[src/verilog/cwu_pkg.sv]
/*
 * cwu_pkg: register map, field positions, reset values, codes and carrier
 * types of the complementary waveform unit.
 * assumes: a single 25 MHz clock domain; APB slave with 8-bit addresses.
 */
package cwu_pkg;

	// ************************************************************
	// register map and reset values
	// ************************************************************
	localparam logic [7:0] CWU_OFS_CTRL0  = 8'h00;
	localparam logic [7:0] CWU_OFS_CTRL1  = 8'h04;
	localparam logic [7:0] CWU_OFS_SDCTRL = 8'h08;
	localparam logic [7:0] CWU_OFS_DBRISE = 8'h0c;
	localparam logic [7:0] CWU_OFS_DBFALL = 8'h10;

	localparam logic [7:0] CWU_RST_CTRL0  = 8'h00;
	localparam logic [7:0] CWU_RST_CTRL1  = 8'h00;
	localparam logic [7:0] CWU_RST_SDCTRL = 8'h00;
	localparam logic [5:0] CWU_RST_DB     = 6'h00;

	// ************************************************************
	// field positions
	// ************************************************************
	localparam int CWU_C0_EN    = 7;
	localparam int CWU_C0_OEB   = 6;
	localparam int CWU_C0_OEA   = 5;
	localparam int CWU_C0_POLB  = 4;
	localparam int CWU_C0_POLA  = 3;
	localparam int CWU_C0_CS    = 0;
	localparam int CWU_C1_LVLB  = 6;
	localparam int CWU_C1_LVLA  = 4;
	localparam int CWU_C1_SRC   = 0;
	localparam int CWU_C2_FLAG  = 7;
	localparam int CWU_C2_ARS   = 6;
	localparam int CWU_C2_CMP   = 2;
	localparam int CWU_C2_FLT   = 1;

	// ************************************************************
	// codes
	// ************************************************************
	localparam logic [1:0] CWU_LVL_HIGH = 2'h3;
	localparam logic [1:0] CWU_LVL_LOW  = 2'h2;
	localparam logic [1:0] CWU_LVL_TRI  = 2'h1;
	localparam logic [2:0] CWU_SRC_PWM3 = 3'h4;
	localparam logic [2:0] CWU_SRC_PWM2 = 3'h3;
	localparam logic [2:0] CWU_SRC_PWM1 = 3'h2;
	localparam logic [2:0] CWU_SRC_CMP  = 3'h0;

	// ************************************************************
	// types
	// ************************************************************
	typedef struct packed {
		logic out;
		logic oe;
	} cwu_pin_s;

	typedef struct packed {
		logic en;
		logic oe_b;
		logic oe_a;
		logic pol_b;
		logic pol_a;
		logic clk_sel;
	} cwu_ctrl0_s;

	typedef struct packed {
		logic [1:0] lvl_b;
		logic [1:0] lvl_a;
		logic [2:0] src;
	} cwu_ctrl1_s;

	typedef struct packed {
		logic flag;
		logic ars;
		logic cmp_en;
		logic flt_en;
	} cwu_ctrl2_s;

	typedef enum logic [2:0] {
		CWU_DB_OFF,
		CWU_DB_RISE,
		CWU_DB_A_ON,
		CWU_DB_FALL,
		CWU_DB_B_ON
	} cwu_db_e;

	typedef struct packed {
		cwu_db_e    st;
		logic [5:0] cnt;
		logic       src_prev;
		logic       act_a;
		logic       act_b;
	} cwu_db_state_s;

	typedef struct packed {
		cwu_ctrl0_s  c0;
		cwu_ctrl1_s  c1;
		cwu_ctrl2_s  c2;
		logic [5:0]  db_rise;
		logic [5:0]  db_fall;
		logic [5:0]  sync1;
		logic [5:0]  sync2;
		logic        osc_prev;
		logic        hold;
		cwu_pin_s    pin_a;
		cwu_pin_s    pin_b;
		logic        osc_keep;
		logic [31:0] prdata;
	} cwu_top_state_s;

endpackage

[src/verilog/cwu_top.sv]
/*
 * cwu_top: complementary waveform unit with shutdown, restart and the
 * control registers, reached over APB.
 * assumes: all source, fault and oscillator inputs are asynchronous pins;
 * the pad ring resolves out/oe into the pin level.
 */
// Design decisions made here: the address map and the APB register port.
`timescale 1ns/1ps

// Behaviour
// - writing flag one forces shutdown overrides
// - without auto-restart, shutdown lasts while flag set
// - auto-restart clears software flag, resume on rise
// - enabled fault input forces overrides promptly
// - level sensitive; fault holds shutdown until disabled
// - software clear ignored while enabled fault active
// - overrides stay until next source rising edge
// - auto-restart clears flag once faults inactive
// - override levels 11 and 10 unaffected by polarity
// - keeps running without processor clock dependence
// - request oscillator on when enabled, selected and source code valid
// - control 0 bit layout, bits 2-1 zero
// - polarity one inverts active waveform
// - output enable routes drive, else released
// - level codes 11 high, 10 low, 01 released
// - level 00 drives inactive level with polarity
// - source codes select pwm channels or comparator
// - shutdown control layout, unused bits zero
// - comparator high shuts down when enabled
// - fault pin low shuts down when enabled
// - rising edge: b off, a after dead band
// - unit disabled leaves pins undriven
module cwu_top (
	input  wire logic            I_CLK,     // 25 MHz clock
	input  wire logic            I_RESET,   // sync reset, high
	input  wire logic            I_PSEL,    // apb select
	input  wire logic            I_PENABLE, // apb enable
	input  wire logic            I_PWRITE,  // apb write
	input  wire logic [7:0]      I_PADDR,   // apb byte address
	input  wire logic [31:0]     I_PWDATA,  // apb write data
	output logic      [31:0]     O_PRDATA,  // apb read data
	output logic                 O_PREADY,  // apb ready
	output logic                 O_PSLVERR, // apb error
	input  wire logic [2:0]      I_PWM,     // pwm channels 3..1
	input  wire logic            I_CMP_RAW, // comparator raw output
	input  wire logic            I_FAULT_N, // fault pin, low active
	input  wire logic            I_OSC16,   // 16 MHz oscillator
	output cwu_pkg::cwu_pin_s    O_OUT_A,   // output a out/oe
	output cwu_pkg::cwu_pin_s    O_OUT_B,   // output b out/oe
	output logic                 O_OSC_KEEP // hold oscillator on
);
	import cwu_pkg::*;

	// ************************************************************
	// declarations
	// ************************************************************
	cwu_top_state_s st_reg;
	cwu_top_state_s st_next;

	logic       apb_setup;
	logic       apb_write;
	logic       fault;
	logic       src_sel;
	logic       src_valid;
	logic       tick;
	logic       shut;
	logic       db_rise;
	logic       act_a;
	logic       act_b;
	logic       cmp_s;
	logic       flt_n_s;
	logic       osc_s;
	logic [2:0] pwm_s;

	// ************************************************************
	// helper functions
	// ************************************************************
	function automatic logic mapped(input logic [7:0] addr);
		mapped = (addr == CWU_OFS_CTRL0) || (addr == CWU_OFS_CTRL1)
			|| (addr == CWU_OFS_SDCTRL) || (addr == CWU_OFS_DBRISE)
			|| (addr == CWU_OFS_DBFALL);
	endfunction

	function automatic logic [7:0] read_reg(input cwu_top_state_s s,
		input logic [7:0] addr);
		logic [7:0] v;
		v = 8'h00;
		case (addr)
		CWU_OFS_CTRL0: begin
			v[CWU_C0_EN]   = s.c0.en;
			v[CWU_C0_OEB]  = s.c0.oe_b;
			v[CWU_C0_OEA]  = s.c0.oe_a;
			v[CWU_C0_POLB] = s.c0.pol_b;
			v[CWU_C0_POLA] = s.c0.pol_a;
			v[CWU_C0_CS]   = s.c0.clk_sel;
		end
		CWU_OFS_CTRL1: begin
			v[CWU_C1_LVLB +: 2] = s.c1.lvl_b;
			v[CWU_C1_LVLA +: 2] = s.c1.lvl_a;
			v[CWU_C1_SRC +: 3]  = s.c1.src;
		end
		CWU_OFS_SDCTRL: begin
			v[CWU_C2_FLAG] = s.c2.flag;
			v[CWU_C2_ARS]  = s.c2.ars;
			v[CWU_C2_CMP]  = s.c2.cmp_en;
			v[CWU_C2_FLT]  = s.c2.flt_en;
		end
		CWU_OFS_DBRISE: v = {2'b00, s.db_rise};
		CWU_OFS_DBFALL: v = {2'b00, s.db_fall};
		default: v = 8'h00;
		endcase
		read_reg = v;
	endfunction

	// one output pin: enable gate, override codes, polarity
	function automatic cwu_pin_s drive(input logic en,
		input logic pin_en, input logic pol, input logic [1:0] lvl,
		input logic sd, input logic act);
		cwu_pin_s p;
		p = '{out: 1'b0, oe: 1'b0};
		if (en && pin_en) begin
			p.oe = 1'b1;
			if (sd) begin
				case (lvl)
				CWU_LVL_HIGH: p.out = 1'b1;
				CWU_LVL_LOW:  p.out = 1'b0;
				CWU_LVL_TRI:  p.oe  = 1'b0;
				default:      p.out = pol;
				endcase
			end else begin
				p.out = act ^ pol;
			end
		end
		drive = p;
	endfunction

	// ************************************************************
	// synchronised inputs and source selection
	// ************************************************************
	// only the second stage is read; the first feeds nothing else
	assign pwm_s   = st_reg.sync2[2:0];
	assign cmp_s   = st_reg.sync2[3];
	assign flt_n_s = st_reg.sync2[4];
	assign osc_s   = st_reg.sync2[5];

	always_comb begin
		src_valid = 1'b1;
		case (st_reg.c1.src)
		CWU_SRC_PWM3: src_sel = pwm_s[2];
		CWU_SRC_PWM2: src_sel = pwm_s[1];
		CWU_SRC_PWM1: src_sel = pwm_s[0];
		CWU_SRC_CMP:  src_sel = cmp_s;
		default: begin
			// reserved codes give a quiet source
			src_sel   = 1'b0;
			src_valid = 1'b0;
		end
		endcase
	end

	// oscillator edges tick the dead band; else every system cycle
	assign tick = st_reg.c0.clk_sel ? (osc_s & ~st_reg.osc_prev)
		: 1'b1;

	assign fault = (st_reg.c2.cmp_en & cmp_s)
		| (st_reg.c2.flt_en & ~flt_n_s);

	assign shut = st_reg.c2.flag | st_reg.hold;

	// ************************************************************
	// dead-band engine
	// ************************************************************
	cwu_deadband u_deadband (
		.i_clk      (I_CLK),
		.i_reset    (I_RESET),
		.i_clear    (~st_reg.c0.en),
		.i_tick     (tick),
		.i_src      (src_sel),
		.i_rise_cnt (st_reg.db_rise),
		.i_fall_cnt (st_reg.db_fall),
		.o_rise     (db_rise),
		.o_act_a    (act_a),
		.o_act_b    (act_b)
	);

	// ************************************************************
	// apb slave
	// ************************************************************
	// read data is captured in the setup cycle, so no wait states
	assign apb_setup = I_PSEL & ~I_PENABLE;
	assign apb_write = I_PSEL & I_PENABLE & I_PWRITE;
	assign O_PREADY  = 1'b1;
	assign O_PSLVERR = I_PSEL & I_PENABLE & ~mapped(I_PADDR);
	assign O_PRDATA  = st_reg.prdata;

	// ************************************************************
	// next state
	// ************************************************************
	always_comb begin
		st_next = st_reg;
		st_next.sync1    = {I_OSC16, I_FAULT_N, I_CMP_RAW, I_PWM};
		st_next.sync2    = st_reg.sync1;
		st_next.osc_prev = osc_s;

		if (apb_setup) begin
			st_next.prdata = {24'h000000, read_reg(st_reg, I_PADDR)};
		end

		if (apb_write) begin
			case (I_PADDR)
			CWU_OFS_CTRL0: begin
				st_next.c0.en      = I_PWDATA[CWU_C0_EN];
				st_next.c0.oe_b    = I_PWDATA[CWU_C0_OEB];
				st_next.c0.oe_a    = I_PWDATA[CWU_C0_OEA];
				st_next.c0.pol_b   = I_PWDATA[CWU_C0_POLB];
				st_next.c0.pol_a   = I_PWDATA[CWU_C0_POLA];
				st_next.c0.clk_sel = I_PWDATA[CWU_C0_CS];
			end
			CWU_OFS_CTRL1: begin
				st_next.c1.lvl_b = I_PWDATA[CWU_C1_LVLB +: 2];
				st_next.c1.lvl_a = I_PWDATA[CWU_C1_LVLA +: 2];
				st_next.c1.src   = I_PWDATA[CWU_C1_SRC +: 3];
			end
			CWU_OFS_SDCTRL: begin
				st_next.c2.ars    = I_PWDATA[CWU_C2_ARS];
				st_next.c2.cmp_en = I_PWDATA[CWU_C2_CMP];
				st_next.c2.flt_en = I_PWDATA[CWU_C2_FLT];
				// a clear is refused while any enabled fault persists
				if (!I_PWDATA[CWU_C2_FLAG] && !fault) begin
					st_next.c2.flag = 1'b0;
				end
			end
			CWU_OFS_DBRISE: st_next.db_rise = I_PWDATA[5:0];
			CWU_OFS_DBFALL: st_next.db_fall = I_PWDATA[5:0];
			default: begin
			end
			endcase
		end

		// auto-restart drops the flag once every enabled fault source is quiet
		if (st_reg.c2.ars && !fault) begin
			st_next.c2.flag = 1'b0;
		end
		// setting always wins over any clear in the same cycle
		if (fault) begin
			st_next.c2.flag = 1'b1;
		end
		if (apb_write && I_PADDR == CWU_OFS_SDCTRL
			&& I_PWDATA[CWU_C2_FLAG]) begin
			st_next.c2.flag = 1'b1;
		end

		// overrides persist past the flag until a source rising edge
		if (st_reg.c2.flag) begin
			st_next.hold = 1'b1;
		end else if (db_rise) begin
			st_next.hold = 1'b0;
		end

		st_next.pin_a = drive(st_reg.c0.en, st_reg.c0.oe_a,
			st_reg.c0.pol_a, st_reg.c1.lvl_a, shut, act_a);
		st_next.pin_b = drive(st_reg.c0.en, st_reg.c0.oe_b,
			st_reg.c0.pol_b, st_reg.c1.lvl_b, shut, act_b);

		// runs on its own tick, nothing here waits on a cpu clock
		st_next.osc_keep = st_reg.c0.en & st_reg.c0.clk_sel
			& src_valid;
	end

	always_ff @(posedge I_CLK) begin
		if (I_RESET) begin
			st_reg <= '{c0: {CWU_RST_CTRL0[7:3], CWU_RST_CTRL0[0]},
				c1: {CWU_RST_CTRL1[7:4], CWU_RST_CTRL1[2:0]},
				c2: {CWU_RST_SDCTRL[7:6], CWU_RST_SDCTRL[2:1]},
				db_rise: CWU_RST_DB, db_fall: CWU_RST_DB,
				sync1: 6'h10, sync2: 6'h10, osc_prev: 1'b0, hold: 1'b0,
				pin_a: '{out: 1'b0, oe: 1'b0},
				pin_b: '{out: 1'b0, oe: 1'b0},
				osc_keep: 1'b0, prdata: 32'h00000000};
		end else begin
			st_reg <= st_next;
		end
	end

	assign O_OUT_A    = st_reg.pin_a;
	assign O_OUT_B    = st_reg.pin_b;
	assign O_OSC_KEEP = st_reg.osc_keep;
endmodule // cwu_top

[src/verilog/cwu_deadband.sv]
/*
 * cwu_deadband: edge-driven dead-band engine producing the active drives
 * of outputs A and B from the selected input source.
 * assumes: i_src already synchronised; i_tick is a one-cycle unit clock.
 */
`timescale 1ns/1ps
module cwu_deadband (
	input  wire logic       i_clk,      // system clock
	input  wire logic       i_reset,    // synchronous reset, high
	input  wire logic       i_clear,    // unit disabled
	input  wire logic       i_tick,     // unit clock tick
	input  wire logic       i_src,      // selected input source
	input  wire logic [5:0] i_rise_cnt, // rising dead-band count
	input  wire logic [5:0] i_fall_cnt, // falling dead-band count
	output logic            o_rise,     // rising source edge pulse
	output logic            o_act_a,    // active drive A
	output logic            o_act_b     // active drive B
);
	import cwu_pkg::*;

	cwu_db_state_s state_reg;
	cwu_db_state_s state_next;
	logic          fall;

	function automatic logic cnt_done(input logic [5:0] cnt,
		input logic [5:0] lim);
		cnt_done = (7'(cnt) + 7'h01) >= {1'b0, lim};
	endfunction

	assign o_rise  = i_src & ~state_reg.src_prev;
	assign fall    = ~i_src & state_reg.src_prev;
	assign o_act_a = state_reg.act_a;
	assign o_act_b = state_reg.act_b;

	always_comb begin
		state_next = state_reg;
		state_next.src_prev = i_src;
		if (i_clear) begin
			state_next.st    = CWU_DB_OFF;
			state_next.act_a = 1'b0;
			state_next.act_b = 1'b0;
			state_next.cnt   = 6'h00;
		end else if (o_rise) begin
			// break before make: B off at the edge
			state_next.act_b = 1'b0;
			state_next.cnt   = 6'h00;
			state_next.act_a = (i_rise_cnt == 6'h00);
			state_next.st    = (i_rise_cnt == 6'h00) ? CWU_DB_A_ON
				: CWU_DB_RISE;
		end else if (fall) begin
			state_next.act_a = 1'b0;
			state_next.cnt   = 6'h00;
			state_next.act_b = (i_fall_cnt == 6'h00);
			state_next.st    = (i_fall_cnt == 6'h00) ? CWU_DB_B_ON
				: CWU_DB_FALL;
		end else begin
			case (state_reg.st)
			CWU_DB_RISE: begin
				if (i_tick) begin
					if (cnt_done(state_reg.cnt, i_rise_cnt)) begin
						state_next.act_a = 1'b1;
						state_next.st    = CWU_DB_A_ON;
					end else begin
						state_next.cnt = state_reg.cnt + 6'h01;
					end
				end
			end
			CWU_DB_FALL: begin
				if (i_tick) begin
					if (cnt_done(state_reg.cnt, i_fall_cnt)) begin
						state_next.act_b = 1'b1;
						state_next.st    = CWU_DB_B_ON;
					end else begin
						state_next.cnt = state_reg.cnt + 6'h01;
					end
				end
			end
			default: begin
			end
			endcase
		end
	end

	always_ff @(posedge i_clk) begin
		if (i_reset) begin
			state_reg <= '{st: CWU_DB_OFF, cnt: 6'h00, src_prev: 1'b0,
				act_a: 1'b0, act_b: 1'b0};
		end else begin
			state_reg <= state_next;
		end
	end
endmodule // cwu_deadband

[config.mk]
export PLATFORM = sky130hd
export DESIGN_NAME = cwu_top
export DESIGN_NICKNAME = d
export VERILOG_FILES = /design/src/verilog/cwu_pkg.sv /design/src/verilog/cwu_top.sv /design/src/verilog/cwu_deadband.sv
export SDC_FILE = /design/constraint.sdc
export NUM_CORES = 1
export LEC_CHECK = 0
export BUFFER_PORTS_ARGS = -buffer_cell sky130_fd_sc_hd__buf_2
export CORE_UTILIZATION = 55
export CTS_CLUSTER_DIAMETER = 100
export DETAILED_ROUTE_END_ITERATION = 10
export PLACE_DENSITY_LB_ADDON = 0.25
export SLEW_MARGIN = 25
export SYNTH_ARGS = -nofsm -noshare
export SYNTH_HDL_FRONTEND = slang
export SYNTH_SLANG_ARGS = --single-unit
[constraint.sdc]
create_clock -name I_CLK -period 5.6 [get_ports I_CLK]
set_clock_uncertainty 0.05 [all_clocks]
set_input_delay 0 -clock I_CLK [delete_from_list [all_inputs] [get_ports I_CLK]]
set_output_delay 0 -clock I_CLK [all_outputs]
set_load 0.1 [all_outputs]
# Yosys cells after proc, flatten, opt, wreduce, memory -nomap -nowiden
# Index checks and enable logic that the tools add are counted.
[totals]
inputBits = 51
output_inout_bits = 39
regBits = 68
wordCells = 172
[classes]
reduce_logical = 46
add_sub_neg = 2
eq_ne = 23
n_mux = 45
n_bitwise = 24
order_cmp = 2
[ops]
columns = ["operator", "n"]
rows = [
  ["9-bit 2-to-1 mux", 4],
  ["6-bit 2-to-1 mux", 4],
  ["1-bit 2-to-1 mux", 20],
  ["9-bit one-hot mux with 2 select lines", 1],
  ["8-bit by 4-bit equality test with 1-bit output (second input constant)", 2],
  ["16-bit 2-to-1 mux", 1],
  ["2-bit one-hot mux with 4 select lines", 2],
  ["4-bit nonzero test", 4],
  ["7-bit by 6-bit greater-or-equal comparator with 1-bit output", 2],
  ["6-bit logical NOT", 2],
  ["1-bit AND", 11],
  ["2-bit AND reduction", 5],
  ["5-bit AND reduction", 2],
  ["2-bit nonzero test", 5],
  ["2-bit OR reduction", 5],
  ["3-bit by 2-bit equality test with 1-bit output (second input constant)", 3],
  ["3-bit 2-to-1 mux", 3],
  ["1-bit NOT", 9],
  ["3-bit AND reduction", 3],
  ["3-bit nonzero test", 3],
  ["2-bit equality test (second input constant)", 4],
  ["8-bit by 3-bit equality test with 1-bit output (second input constant)", 1],
  ["8-bit by 5-bit equality test with 1-bit output (second input constant)", 1],
  ["8-bit logical NOT", 1],
  ["other kinds (22)", 44],
]

# Logic depth before layout (Yosys ltp)
# Gate-level depths: netlist of run 1.
[logic_depth]
ltp_word = 11
ltp_mapped = 10
ltp_nobuf = 10

# By module
# A second synthesis of run 1 with hierarchy kept.
[unflattened]
hier_cells = 422
hier_area_um2 = 3731.1
[by_module_without_submodules]
columns = ["mod", "area_each_um2", "n_inst", "cells_each", "seq_area_each_um2"]
rows = [
  ["cwu_top", 2605.0, 1, 288, 1121.1],
  ["cwu_deadband", 1126.1, 1, 134, 240.2],
]

# Worst setup path after synthesis of run 1
# OpenSTA, ideal clock, no wires.
[synth_path]
path_type = "register to register"
startpoint = "reg u_deadband.state_reg[3] in the netlist's numbering"
endpoint = "reg u_deadband.state_reg[3] in the netlist's numbering"
synth_period_minus_slack_ps = 2507
setup_slack_ps = 3093
setup_time_ps = 76
t_required_ps = 5474
stages_incl_launch_ff = 11
arrival_ps = 2381
n_path_buf = 0
cell_sequence = "dfxtp_1 > ha_1 > nand3_1 > xnor2_1 > ha_1 > a21o_1 > a21oi_1 > o21ai_0 > o21a_1 > or4_1 > a21boi_0"
[synth_between]
elab_chain_cells = 4
word_cells_on_any_way = 12
cone_classes = "2 x add/sub; 2 x order compare; 2 x eq/ne; 5 x mux; 1 x reduce/logical"
[synth_lines]
columns = ["item", "line", "source"]
rows = [
  ["start, declared", "cwu_deadband.sv:21", "cwu_db_state_s state_reg;"],
  ["start signal, assigned", "cwu_deadband.sv:86", "state_reg <= '{st: CWU_DB_OFF, cnt: 6'h00, src_prev: 1'b0,"],
  ["start signal, assigned", "cwu_deadband.sv:89", "state_reg <= state_next;"],
  ["6-bit by 1-bit adder with 7-bit output or 6-bit by 1-bit adder with 6-bit output (tied branches)", "cwu_deadband.sv:27, cwu_deadband.sv:64, cwu_deadband.sv:74", ""],
  ["7-bit by 6-bit greater-or-equal comparator with 1-bit output, or another cell as far along", "cwu_deadband.sv:27", "cnt_done = (7'(cnt) + 7'h01) >= {1'b0, lim};"],
  ["2-bit inequality test (no line), or another cell as far along", "-", ""],
  ["5-bit AND reduction (no line) or 9-bit one-hot mux with 2 select lines (tied branches)", "-", ""],
]
# Parallel ways exist; a longest one is shown, timed or not. The select of a mux whose other input is x is not followed.
# A chain may end at the register's enable or synchronous reset.

# Final worst setup path of run 1
# Same ends and word-level chain as after synthesis.

==> results.json, run 1 <==
{
  "dp_hpwl_um": 5530,
  "worst_hold_path_type": "input pin to flip-flop",
  "period_share_pct": 50.5,
  "rsz0062_at_grt": "false",
  "synth_largest_area_cell": "dfxtp_1",
  "die_y_um": 83.1,
  "crit_chain": "ha_1, nand3_1, xnor2_1, ha_1, a21o_1, a21oi_1, o21ai_0, o21a_1, or4_1, a21boi_0",
  "synthArstFlopShare_pct": 0,
  "synthFlopType": "dfxtp_1",
  "dieArea_um2": 6900,
  "cp_slowest_cell": "or4_1",
  "cts_setup_buffers": 0,
  "status": "finished, final reports clean",
  "cp_slowest_stage_delay_ns": 0.49,
  "antenna_found_initial": 0,
  "setup_viol_count_final": 0,
  "cts_buffers": 9,
  "grt_pass1_vias": 2759,
  "min_from": "I_PADDR[0]",
  "grt_first_pass_wirelength_um": 12700,
  "max_freq_mhz": 353,
  "dr.pass1.iters": 5,
  "synthToLayoutAreaGrowth_pct": 9.62,
  "tns_ns": 0,
  "fin_nets": 515,
  "largest_reg_flops": 31,
  "holdPathStages": 4,
  "avgSynthCellArea_um2": 8.76,
  "cp.required_ns": 5.83,
  "arrival_ns": 3.06,
  "synth_cells": 413,
  "vdd_drop_max_uv": 217,
  "crit_path_max_fanout": 8,
  "cp-end-kind": "flip-flop",
  "ant_nets": 0,
  "cts-root-buf": "clkbuf_8",
  "core_um2": 6350,
  "pin_count": 90,
  "p_leak_uw": 0.00161,
  "ff2ff_path_depth": 10,
  "routed_wirelength_um": 7680,
  "initial_core_util_pct": 57.0,
  "tightest_slew_ns": 0.681,
  "ys_types": 55,
  "synth-seq-area-share_pct": 37.6,
  "cts_tree": "yes",
  "netlist_area_um2": 3620,
  "hold_end": "O_PRDATA[2]$_SDFFE_PP0P_",
  "drive_gt1_share_pct": 15.6,
  "reg2reg_to": "u_deadband.state_reg[3]$_SDFFE_PP0P_",
  "yosys_warnings": 0,
  "drtIter0Drc": 216,
  "synth_edf_count": 0,
  "ys_ff_latch": 68,
  "cts.sinks": 68,
  "finish.utilization_pct": 62.4,
  "p_per_area_nw_per_um2": 247,
  "period_needed_ns": 2.83,
  "grtUsageTotal_pct": 23.1,
  "routedWlPerCell_um": 14.5,
  "finalHoldViolCount": 0,
  "netlist_top_cells_area": "dfxtp_1 (38%), mux2i_1 (8.6%), buf_4 (8.1%)",
  "diodes": 0,
  "rrSetupSlack_ns": 2.77,
  "clk_pin_slew_worst_paths_ns": 0.08,
  "grt_max_degree": 54,
  "grt_overflow": 0,
  "drc_errors": 0,
  "netlist.area_leader.share_pct": 37.6,
  "htreeDepth": 3,
  "n_fill_cell": 537,
  "startpoint_type": "flip-flop",
  "r2r_start": "u_deadband.state_reg[3]$_SDFFE_PP0P_",
  "crit_type": "flip-flop to flip-flop",
  "drv_cap": 0,
  "ctsLongestPathBuffers": 2,
  "globalplace.congestion": 0.839,
  "clk_latency_ns": 0.36,
  "io_buffers": 40,
  "viasPerCell": 5.59,
  "relSlewSlack_pct": 54.2,
  "vias": 2968,
  "slew_violations": 0,
  "die_w_um": 83.1,
  "crit_top_cell": "ha_1",
  "num_rows": 29
}
-- metal layers --
| metal | up-vias | part of all wire (%) | track usage [%] |
|---|---|---|---|
| li1 | 1453 | - | - |
| met1 | 1392 | 46 | 29.7 |
| met2 | 105 | 46 | 37.0 |
| met3 | 18 | 6.1 | 5.96 |
| met4 | 0 | 2.1 | 9.09 |
| met5 | - | 0 | 0 |
-- power breakdown --
group	internal, uW	switching [uW]
Combinational	22.1	104
Sequential	488	1.20
Clock	161	202
-- cells in the mapped netlist (4+ instances only) --
master    number
dfxtp_1       68
nor2_1        42
buf_4         39
mux2i_1       31
nand2_1       27
a21oi_1       23
inv_1         19
ha_1          15
a22oi_1       13
nor2b_1       13
nand3_1       12
clkbuf_1      10
nand2b_1      10
o21ai_0       10
nor4_1         8
a31oi_1        5
a21o_1         4
and3_1         4
nor3b_1        4
or2_2          4
-- cell usage in the layout (no fill, tap or decap), drive strengths merged, types with 2 or more instances in the layout --
| cell type | netlist | routed |
|---|---|---|
| dfxtp | 68 | 68 |
| nor2 | 43 | 43 |
| buf | 44 | 42 |
| mux2i | 31 | 31 |
| nand2 | 27 | 27 |
| conb | 2 | 25 |
| a21oi | 23 | 23 |
| inv | 19 | 20 |
| ha | 15 | 15 |
| dlygate4sd3 | 0 | 14 |
| a22oi | 13 | 13 |
| nor2b | 13 | 13 |
| nand3 | 12 | 12 |
| nand2b | 10 | 10 |
| o21ai | 10 | 10 |
| clkbuf | 10 | 9 |
| nor4 | 9 | 9 |
| a31oi | 5 | 5 |
| nor3b | 5 | 5 |
| or2 | 4 | 4 |
| and3 | 4 | 4 |
| a21o | 4 | 4 |
| clkinvlp | 0 | 4 |
| nor3 | 4 | 4 |
| xor2 | 3 | 3 |
| xnor2 | 3 | 3 |
| nand4 | 3 | 3 |
| a221oi | 3 | 3 |
| and2 | 3 | 3 |
| or4 | 3 | 3 |
| a211oi | 2 | 2 |
| o2bb2ai | 2 | 2 |
| a21boi | 2 | 2 |
| clkinv | 0 | 2 |
-- cells by family after synthesis --
kind of cell,count (synthesis),share of synthesized area [%]
other cells,2,0.208
compound gates,77,14.1
mux,31,8.58
buf+inv,73,12.1
fa+ha+maj,15,5.19
xor+xnor,6,1.45
flops,68,37.6
simple gates,141,20.7
-- critical path, delay by kind of cell (launching register included) --
kind / cells / cell delay, ns
and+or+nand+nor: 2 / 0.62
xor gates and xnor gates: 1 / 0.23
adders and majority gates: 2 / 0.53
DFF: 1 / 0.43
AOI/OAI and AO/OA: 5 / 0.89
-- layout make-up --
cell class	instances	area, um2	area share [%]
multi-input cells	295	1900	48.0
repair buffers	56	355	8.96
inverters	19	71.3	1.80
well taps	77	96.3	2.43
flip-flops and latches	68	1360	34.3
clock buffers	9	124	3.12
clock inverters	7	52.6	1.33
-- repair_timing --
| action | 4_1_cts | 5_1_grt |
|---|---|---|
| hold endpoints to repair | 35 | 0 |
| hold buffers | 14 | 0 |
| resized for setup | 0 | 0 |
-- metrics by stage --
| step | cells | cell area (um2) | hold slack (ns) | total power, uW | worst slack [ns] |
|---|---|---|---|---|---|
| after floorplan | 436 | 3700 | 0.0538 | 614 | 3.09 |
| after global placement | 501 | 3650 | 0.139 | 616 | 2.83 |
| after detailed placement | 501 | 3650 | 0.138 | 617 | 2.80 |
| after CTS | 531 | 3970 | 0.00386 | 981 | 2.77 |
| after global routing | 531 | 3970 | 0.0345 | 1010 | 2.44 |
| final | 531 | 3970 | 0.00296 | 978 | 2.77 |
-- worst max-delay path by stage --
stage	from	to	depth (start not counted)
2_1_floorplan	u_deadband.state_reg[3]$_SDFFE_PP0P_	u_deadband.state_reg[3]$_SDFFE_PP0P_	10
3_3_place_gp	u_deadband.state_reg[3]$_SDFFE_PP0P_	u_deadband.state_reg[3]$_SDFFE_PP0P_	10
3_5_place_dp	u_deadband.state_reg[3]$_SDFFE_PP0P_	u_deadband.state_reg[3]$_SDFFE_PP0P_	10
4_1_cts	u_deadband.state_reg[3]$_SDFFE_PP0P_	u_deadband.state_reg[3]$_SDFFE_PP0P_	10
5_1_grt	u_deadband.state_reg[3]$_SDFFE_PP0P_	u_deadband.state_reg[3]$_SDFFE_PP0P_	10
6_report	u_deadband.state_reg[3]$_SDFFE_PP0P_	u_deadband.state_reg[3]$_SDFFE_PP0P_	10
No activity file was read; power rests on OpenSTA's default activity.
==> run 2: changes to the inputs <==
- CORE_UTILIZATION: 55 -> 53
- clock period: 5.6 -> 2.8 ns (I/O delays scaled with it)
==> results.json, run 2 (synthesis results as in run 1) <==
{
  "period_needed_ns": 2.60,
  "antenna_found_initial": 0,
  "final_cell_mix": "dfxtp_1 (66), nor2_1 (42), buf_2 (40)",
  "routed_wirelength_um": 7960,
  "num_rows": 29,
  "period_share_pct": 93.0,
  "diodes": 0,
  "p_sw_uw": 602,
  "fin_cells": 539,
  "dp_hpwl_um": 5610,
  "cp_slowest_cell": "or4_1",
  "slew_violations": 0,
  "rrSetupSlack_ns": 0.20,
  "r2r_start": "u_deadband.state_reg[3]$_SDFFE_PP0P_",
  "worst_hold_path_type": "input pin to flip-flop",
  "cp_slowest_stage_delay_ns": 0.48,
  "relSlewSlack_pct": 60.3,
  "fin_area_um2": 4100,
  "cts.sinks": 68,
  "pwr-share-seq_pct": 47.5,
  "globalplace.congestion": 0.823,
  "cp.required_ns": 3.04,
  "crit_path_max_fanout": 8,
  "pwr-share-clk_pct": 40.1,
  "cts_buffers": 9,
  "final_common_cell": "dfxtp_1",
  "htreeDepth": 3,
  "crit_cells": 9,
  "fin_nets": 523,
  "status": "finished, violations left",
  "grtUsageTotal_pct": 23.5,
  "finalHoldViolCount": 0,
  "core_um2": 6460,
  "hold_ws_ns": 0.0653,
  "viasPerCell": 5.54,
  "drtIter0Drc": 195,
  "max_freq_mhz": 384,
  "clk_latency_ns": 0.36,
  "dr.pass1.iters": 10,
  "ctsLongestPathBuffers": 2,
  "p_leak_uw": 0.00169,
  "combPwrFrac_pct": 12.4,
  "synthToLayoutAreaGrowth_pct": 13.4,
  "hold_end": "O_PRDATA[7]$_SDFFE_PP0P_",
  "swShare_pct": 29.3,
  "failed_checks": "design-rule violations",
  "io_buffers": 40,
  "largest_reg_flops": 31,
  "placed_cell_area_um2": 3680,
  "crit_chain": "nand3_1, or2_2, xnor2_2, ha_1, a21oi_1, o21ai_1, o21a_2, or4_1, a21boi_0",
  "crit_type": "flip-flop to flip-flop",
  "grt_overflow": 0,
  "ant_nets": 0,
  "clk_pin_slew_worst_paths_ns": 0.08,
  "dieArea_um2": 7160,
  "ff2ff_path_depth": 9,
  "pin_count": 90,
  "routedWlPerCell_um": 14.8,
  "intPower_uw": 1450,
  "drive_gt1_share_pct": 18.4,
  "min_from": "I_PADDR[1]",
  "drv_cap": 0,
  "cts_tree": "yes",
  "critical-path-top-delay-family": "simple AND/OR/NAND/NOR gates",
  "initial_core_util_pct": 56.0,
  "rsz0062_at_grt": "false",
  "grt_first_pass_wirelength_um": 13100,
  "n_fill_cell": 556,
  "dp_cells": 505,
  "tightest_slew_ns": 0.590,
  "grt_pass1_vias": 2780,
  "drc_errors": 3,
  "die_y_um": 84.6,
  "cp_num_buf_inv": 0,
  "arrival_ns": 2.84,
  "vdd_drop_max_uv": 410,
  "setup_viol_count_final": 0,
  "cp-end-kind": "flip-flop",
  "place_ws_ns": -0.0119,
  "holdPathStages": 5,
  "die_w_um": 84.6,
  "vias": 2988,
  "p_per_area_nw_per_um2": 502,
  "reg2reg_to": "u_deadband.state_reg[3]$_SDFFE_PP0P_",
  "cts-root-buf": "clkbuf_8",
  "grt_max_degree": 54,
  "setup_ws_ns": 0.197,
  "startpoint_type": "flip-flop"
}
[run 2: power groups by stage]
| stage | clock network, uW | registers (uW) | logic, uW |
|---|---|---|---|
| 2_1_floorplan | 0 | 1000 | 229 |
| 3_3_place_gp | 0 | 1000 | 235 |
| 3_5_place_dp | 0 | 1000 | 236 |
| 4_1_cts | 839 | 978 | 253 |
| 5_1_grt | 880 | 977 | 267 |
| 6_report | 825 | 977 | 255 |
[run 2: what timing repair did]
action	in CTS	in global routing
setup buffers	0	2
setup endpoints to repair	1	6
hold buffers	16	0
endpoints found under the hold margin	36	0
gates resized for setup	2	10
pin swaps	0	1
cloned	0	0
[run 2: per-stage QoR]
| step | power [uW] | util (%) | TNS [ns] |
|---|---|---|---|
| CTS | 2070 | 62.7 | 0 |
| global placement | 1240 | 57.0 | 0 |
| finish | 2060 | 63.5 | 0 |
| detailed placement | 1240 | 57.0 | -0.0119 |
| global route | 2120 | 63.5 | 0 |
| floorplan | 1230 | - | 0 |
[run 2: worst max path at each step]
stage / startpoint / endpoint / slack [ns]
floorplan: u_deadband.state_reg[3]$_SDFFE_PP0P_ / u_deadband.state_reg[3]$_SDFFE_PP0P_ / 0.29
global placement: u_deadband.state_reg[3]$_SDFFE_PP0P_ / u_deadband.state_reg[3]$_SDFFE_PP0P_ / 0.09
detailed placement: u_deadband.state_reg[3]$_SDFFE_PP0P_ / u_deadband.state_reg[3]$_SDFFE_PP0P_ / -0.01
CTS: u_deadband.state_reg[4]$_SDFFE_PP0P_ / u_deadband.state_reg[3]$_SDFFE_PP0P_ / 0.04
global route: u_deadband.state_reg[3]$_SDFFE_PP0P_ / u_deadband.state_reg[3]$_SDFFE_PP0P_ / 0.005
finish: u_deadband.state_reg[3]$_SDFFE_PP0P_ / u_deadband.state_reg[3]$_SDFFE_PP0P_ / 0.20
[run 2: layout make-up]
class | instances | area [um2] | area share, %
Timing Repair Buffer | 64 | 420 | 10.3
Clock inverter | 6 | 63.8 | 1.56
Sequential cell | 68 | 1370 | 33.3
Inverter | 19 | 71.3 | 1.74
Clock buffer | 10 | 138 | 3.36
Multi-Input combinational cell | 295 | 1950 | 47.4
Tap cell | 77 | 96.3 | 2.35
[run 2: tightest hold or removal path: stages]
cell and delay (ns):
buf_2 0.09, nor3_1 0.04, buf_4 0.15, o211ai_1 0.08
a21oi_1 0.07
[run 2: metal layers]
layer	global-route usage (%)	share of wire [%]	vias to the layer above
met3	6.29	5.4	14
met4	9.86	2.0	0
li1	-	-	1467
met2	39.0	47	100
met5	0	0	-
met1	29.0	46	1407
==> run 3: changes to the inputs <==
- CORE_UTILIZATION: 53 -> 54
- SYNTH_HIERARCHICAL: unset -> 1
==> results.json, run 3 <==
{
  "tns_ns": 0,
  "synth_largest_area_cell": "dfxtp_1",
  "antenna_found_initial": 0,
  "synth_cells": 422,
  "crit_path_max_fanout": 6,
  "netlist_top_cells_area": "dfxtp_1 (36%), mux2i_1 (11%), buf_4 (7.4%)",
  "grt_overflow": 0,
  "ant_nets": 0,
  "yosysMostFrequentCell": "dfxtp_1",
  "cp_num_buf_inv": 0,
  "yosys_warnings": 6,
  "ys_types": 53,
  "synth-seq-area-share_pct": 36.5,
  "drive_gt1_share_pct": 17.2,
  "cp_slowest_stage_delay_ns": 0.39,
  "placed_cell_area_um2": 3790,
  "synthArstFlopShare_pct": 0,
  "finalHoldViolCount": 0,
  "startpoint_type": "flip-flop",
  "period_needed_ns": 2.57,
  "hold_ws_ns": 0.0688,
  "core_um2": 6490,
  "tightest_slew_ns": 1.02,
  "relSlewSlack_pct": 32.0,
  "cp-end-kind": "flip-flop",
  "cp.required_ns": 3.02,
  "synthToLayoutAreaGrowth_pct": 12.0,
  "ys_ff_latch": 68,
  "grt_pass1_vias": 2874,
  "cts-root-buf": "clkbuf_8",
  "drtIter0Drc": 173,
  "initial_core_util_pct": 57.4,
  "fin_area_um2": 4180,
  "routedWlPerCell_um": 14.6,
  "cts_tree": "yes",
  "dr.pass1.iters": 5,
  "globalplace.congestion": 0.800,
  "status": "finished, final reports clean",
  "cts_setup_buffers": 0,
  "cp_slowest_cell": "dfxtp_2",
  "setup_viol_count_final": 0,
  "slew_violations": 0,
  "htreeDepth": 3,
  "rsz0062_at_grt": "false",
  "final_cell_mix": "dfxtp_1 (67), nor2_1 (43), mux2i_1 (42)",
  "critical-path-top-delay-family": "compound AO/OA/AOI/OAI gates",
  "grtUsageTotal_pct": 23.5,
  "vdd_drop_max_uv": 310,
  "synth_edf_count": 0,
  "cts.sinks": 68,
  "fin_cells": 541,
  "period_share_pct": 91.7,
  "cts_buffers": 9,
  "drc_errors": 0,
  "clk_latency_ns": 0.35,
  "worst_hold_path_type": "input pin to flip-flop",
  "die_w_um": 85.1,
  "die_y_um": 85.1,
  "pin_count": 90,
  "ys_top_cells_by_count": "dfxtp_1 (68), nor2_1 (43), mux2i_1 (42), buf_4 (37), nand2_1 (26)",
  "arrival_ns": 2.79,
  "fin_nets": 526,
  "ctsLongestPathBuffers": 2,
  "synthFlopType": "dfxtp_1",
  "final_common_cell": "dfxtp_1",
  "netlist.area_leader.share_pct": 36.5,
  "max_freq_mhz": 389,
  "p_per_area_nw_per_um2": 516,
  "io_buffers": 40,
  "grt_max_degree": 59,
  "largest_reg_flops": 31,
  "netlist_area_um2": 3730,
  "crit_chain": "ha_2, xor2_1, ha_1, a211o_1, a31oi_1, o21ai_2, o32ai_1, mux2i_1",
  "diodes": 0,
  "avgSynthCellArea_um2": 8.84,
  "viasPerCell": 5.66,
  "num_rows": 29,
  "routed_wirelength_um": 7910,
  "dp_cells": 511,
  "vias": 3064,
  "dieArea_um2": 7250,
  "p_leak_uw": 0.00184,
  "clk_pin_slew_worst_paths_ns": 0.07,
  "grt_first_pass_wirelength_um": 13300,
  "crit_type": "flip-flop to flip-flop",
  "p_total_uw": 2160,
  "dp_hpwl_um": 5660,
  "drv_cap": 0
}
## run 3: cell types whose count changed after synthesis, moves of 5 or more
cell / previous run / this run
a22oi_1: 13 / 4
nand4_1: 3 / 8
nor3_1: 2 / 8
or3_1: 0 / 6
a31oi_1: 5 / 13
mux2i_1: 31 / 42
a21oi_1: 23 / 8
inv_1: 19 / 24
## run 3: kinds of logic (layout without fill, tap and decap cells)
| kind of cell | count (synthesis) | in the layout | synth area share, % |
|---|---|---|---|
| AOI/OAI and AO/OA | 59 | 59 | 11.8 |
| DFF | 68 | 68 | 36.5 |
| buffers and inverters | 77 | 96 | 11.5 |
| and+or+nand+nor | 151 | 151 | 21.5 |
| adders and majority gates | 15 | 15 | 5.03 |
| other | 2 | 25 | 0.201 |
| muxes | 46 | 46 | 12.5 |
| xor gates and xnor gates | 4 | 4 | 0.939 |
## run 3: repair_timing
action | 4_1_cts | 5_1_grt
gates resized for setup | 0 | 4
hold endpoints to repair | 38 | 0
endpoints found under the setup margin | 0 | 7
hold buffers | 15 | 0
## run 3: routing by layer
metal	track usage, %	part of all wire [%]	vias up
met5	0	0	-
met4	10.3	1.8	0
met3	5.16	4.5	15
met2	37.5	45	91
met1	30.6	49	1455
li1	-	-	1503
## run 3: stage by stage
step | util, % | setup slack (ns)
floorplan | - | 0.290
global placement | 58.4 | 0.227
detailed placement | 58.4 | 0.123
CTS | 64.1 | 0.0983
global route | 64.4 | 0.0644
finish | 64.4 | 0.231
## run 3: final cells by class
type	instances	area (um2)
clock inverter	4	72.6
multi-input combinational	300	2040
sequential	68	1360
inverter	24	90.1
timing repair buffer	57	365
fill	560	2310
tap	77	96.3
clock buffer	11	151
## run 3: worst register-to-register path: stages, from the launching register on
cell	delay (ns)
dfxtp_2	0.39
ha_2	0.25
xor2_1	0.26
ha_1	0.29
a211o_1	0.30
a31oi_1	0.23
o21ai_2	0.16
o32ai_1	0.35
mux2i_1	0.22
## run 3: report_power, final
| group | total (uW) | internal [uW] | switching, uW |
|---|---|---|---|
| Combinational | 267 | 48.5 | 219 |
| Sequential | 979 | 976 | 2.59 |
| Clock | 911 | 544 | 367 |
## run 3: final timing paths
| check | from | to | slack [ns] | depth (start not counted) |
|---|---|---|---|---|
| worst max-delay path | u_deadband/state_reg[3]$_SDFFE_PP0P_ | u_deadband/state_reg[7]$_SDFFE_PP0P_ | 0.23 | 8 |
| worst min register to register | st_next[43]$_SDFF_PP1_ | flt_n_s$_SDFF_PP1_ | 0.37 | 1 |
| worst max register to register | u_deadband/state_reg[3]$_SDFFE_PP0P_ | u_deadband/state_reg[7]$_SDFFE_PP0P_ | 0.23 | 8 |
| worst min-delay path | I_PADDR[5] | O_PRDATA[5]$_SDFFE_PP0P_ | 0.07 | 4 |
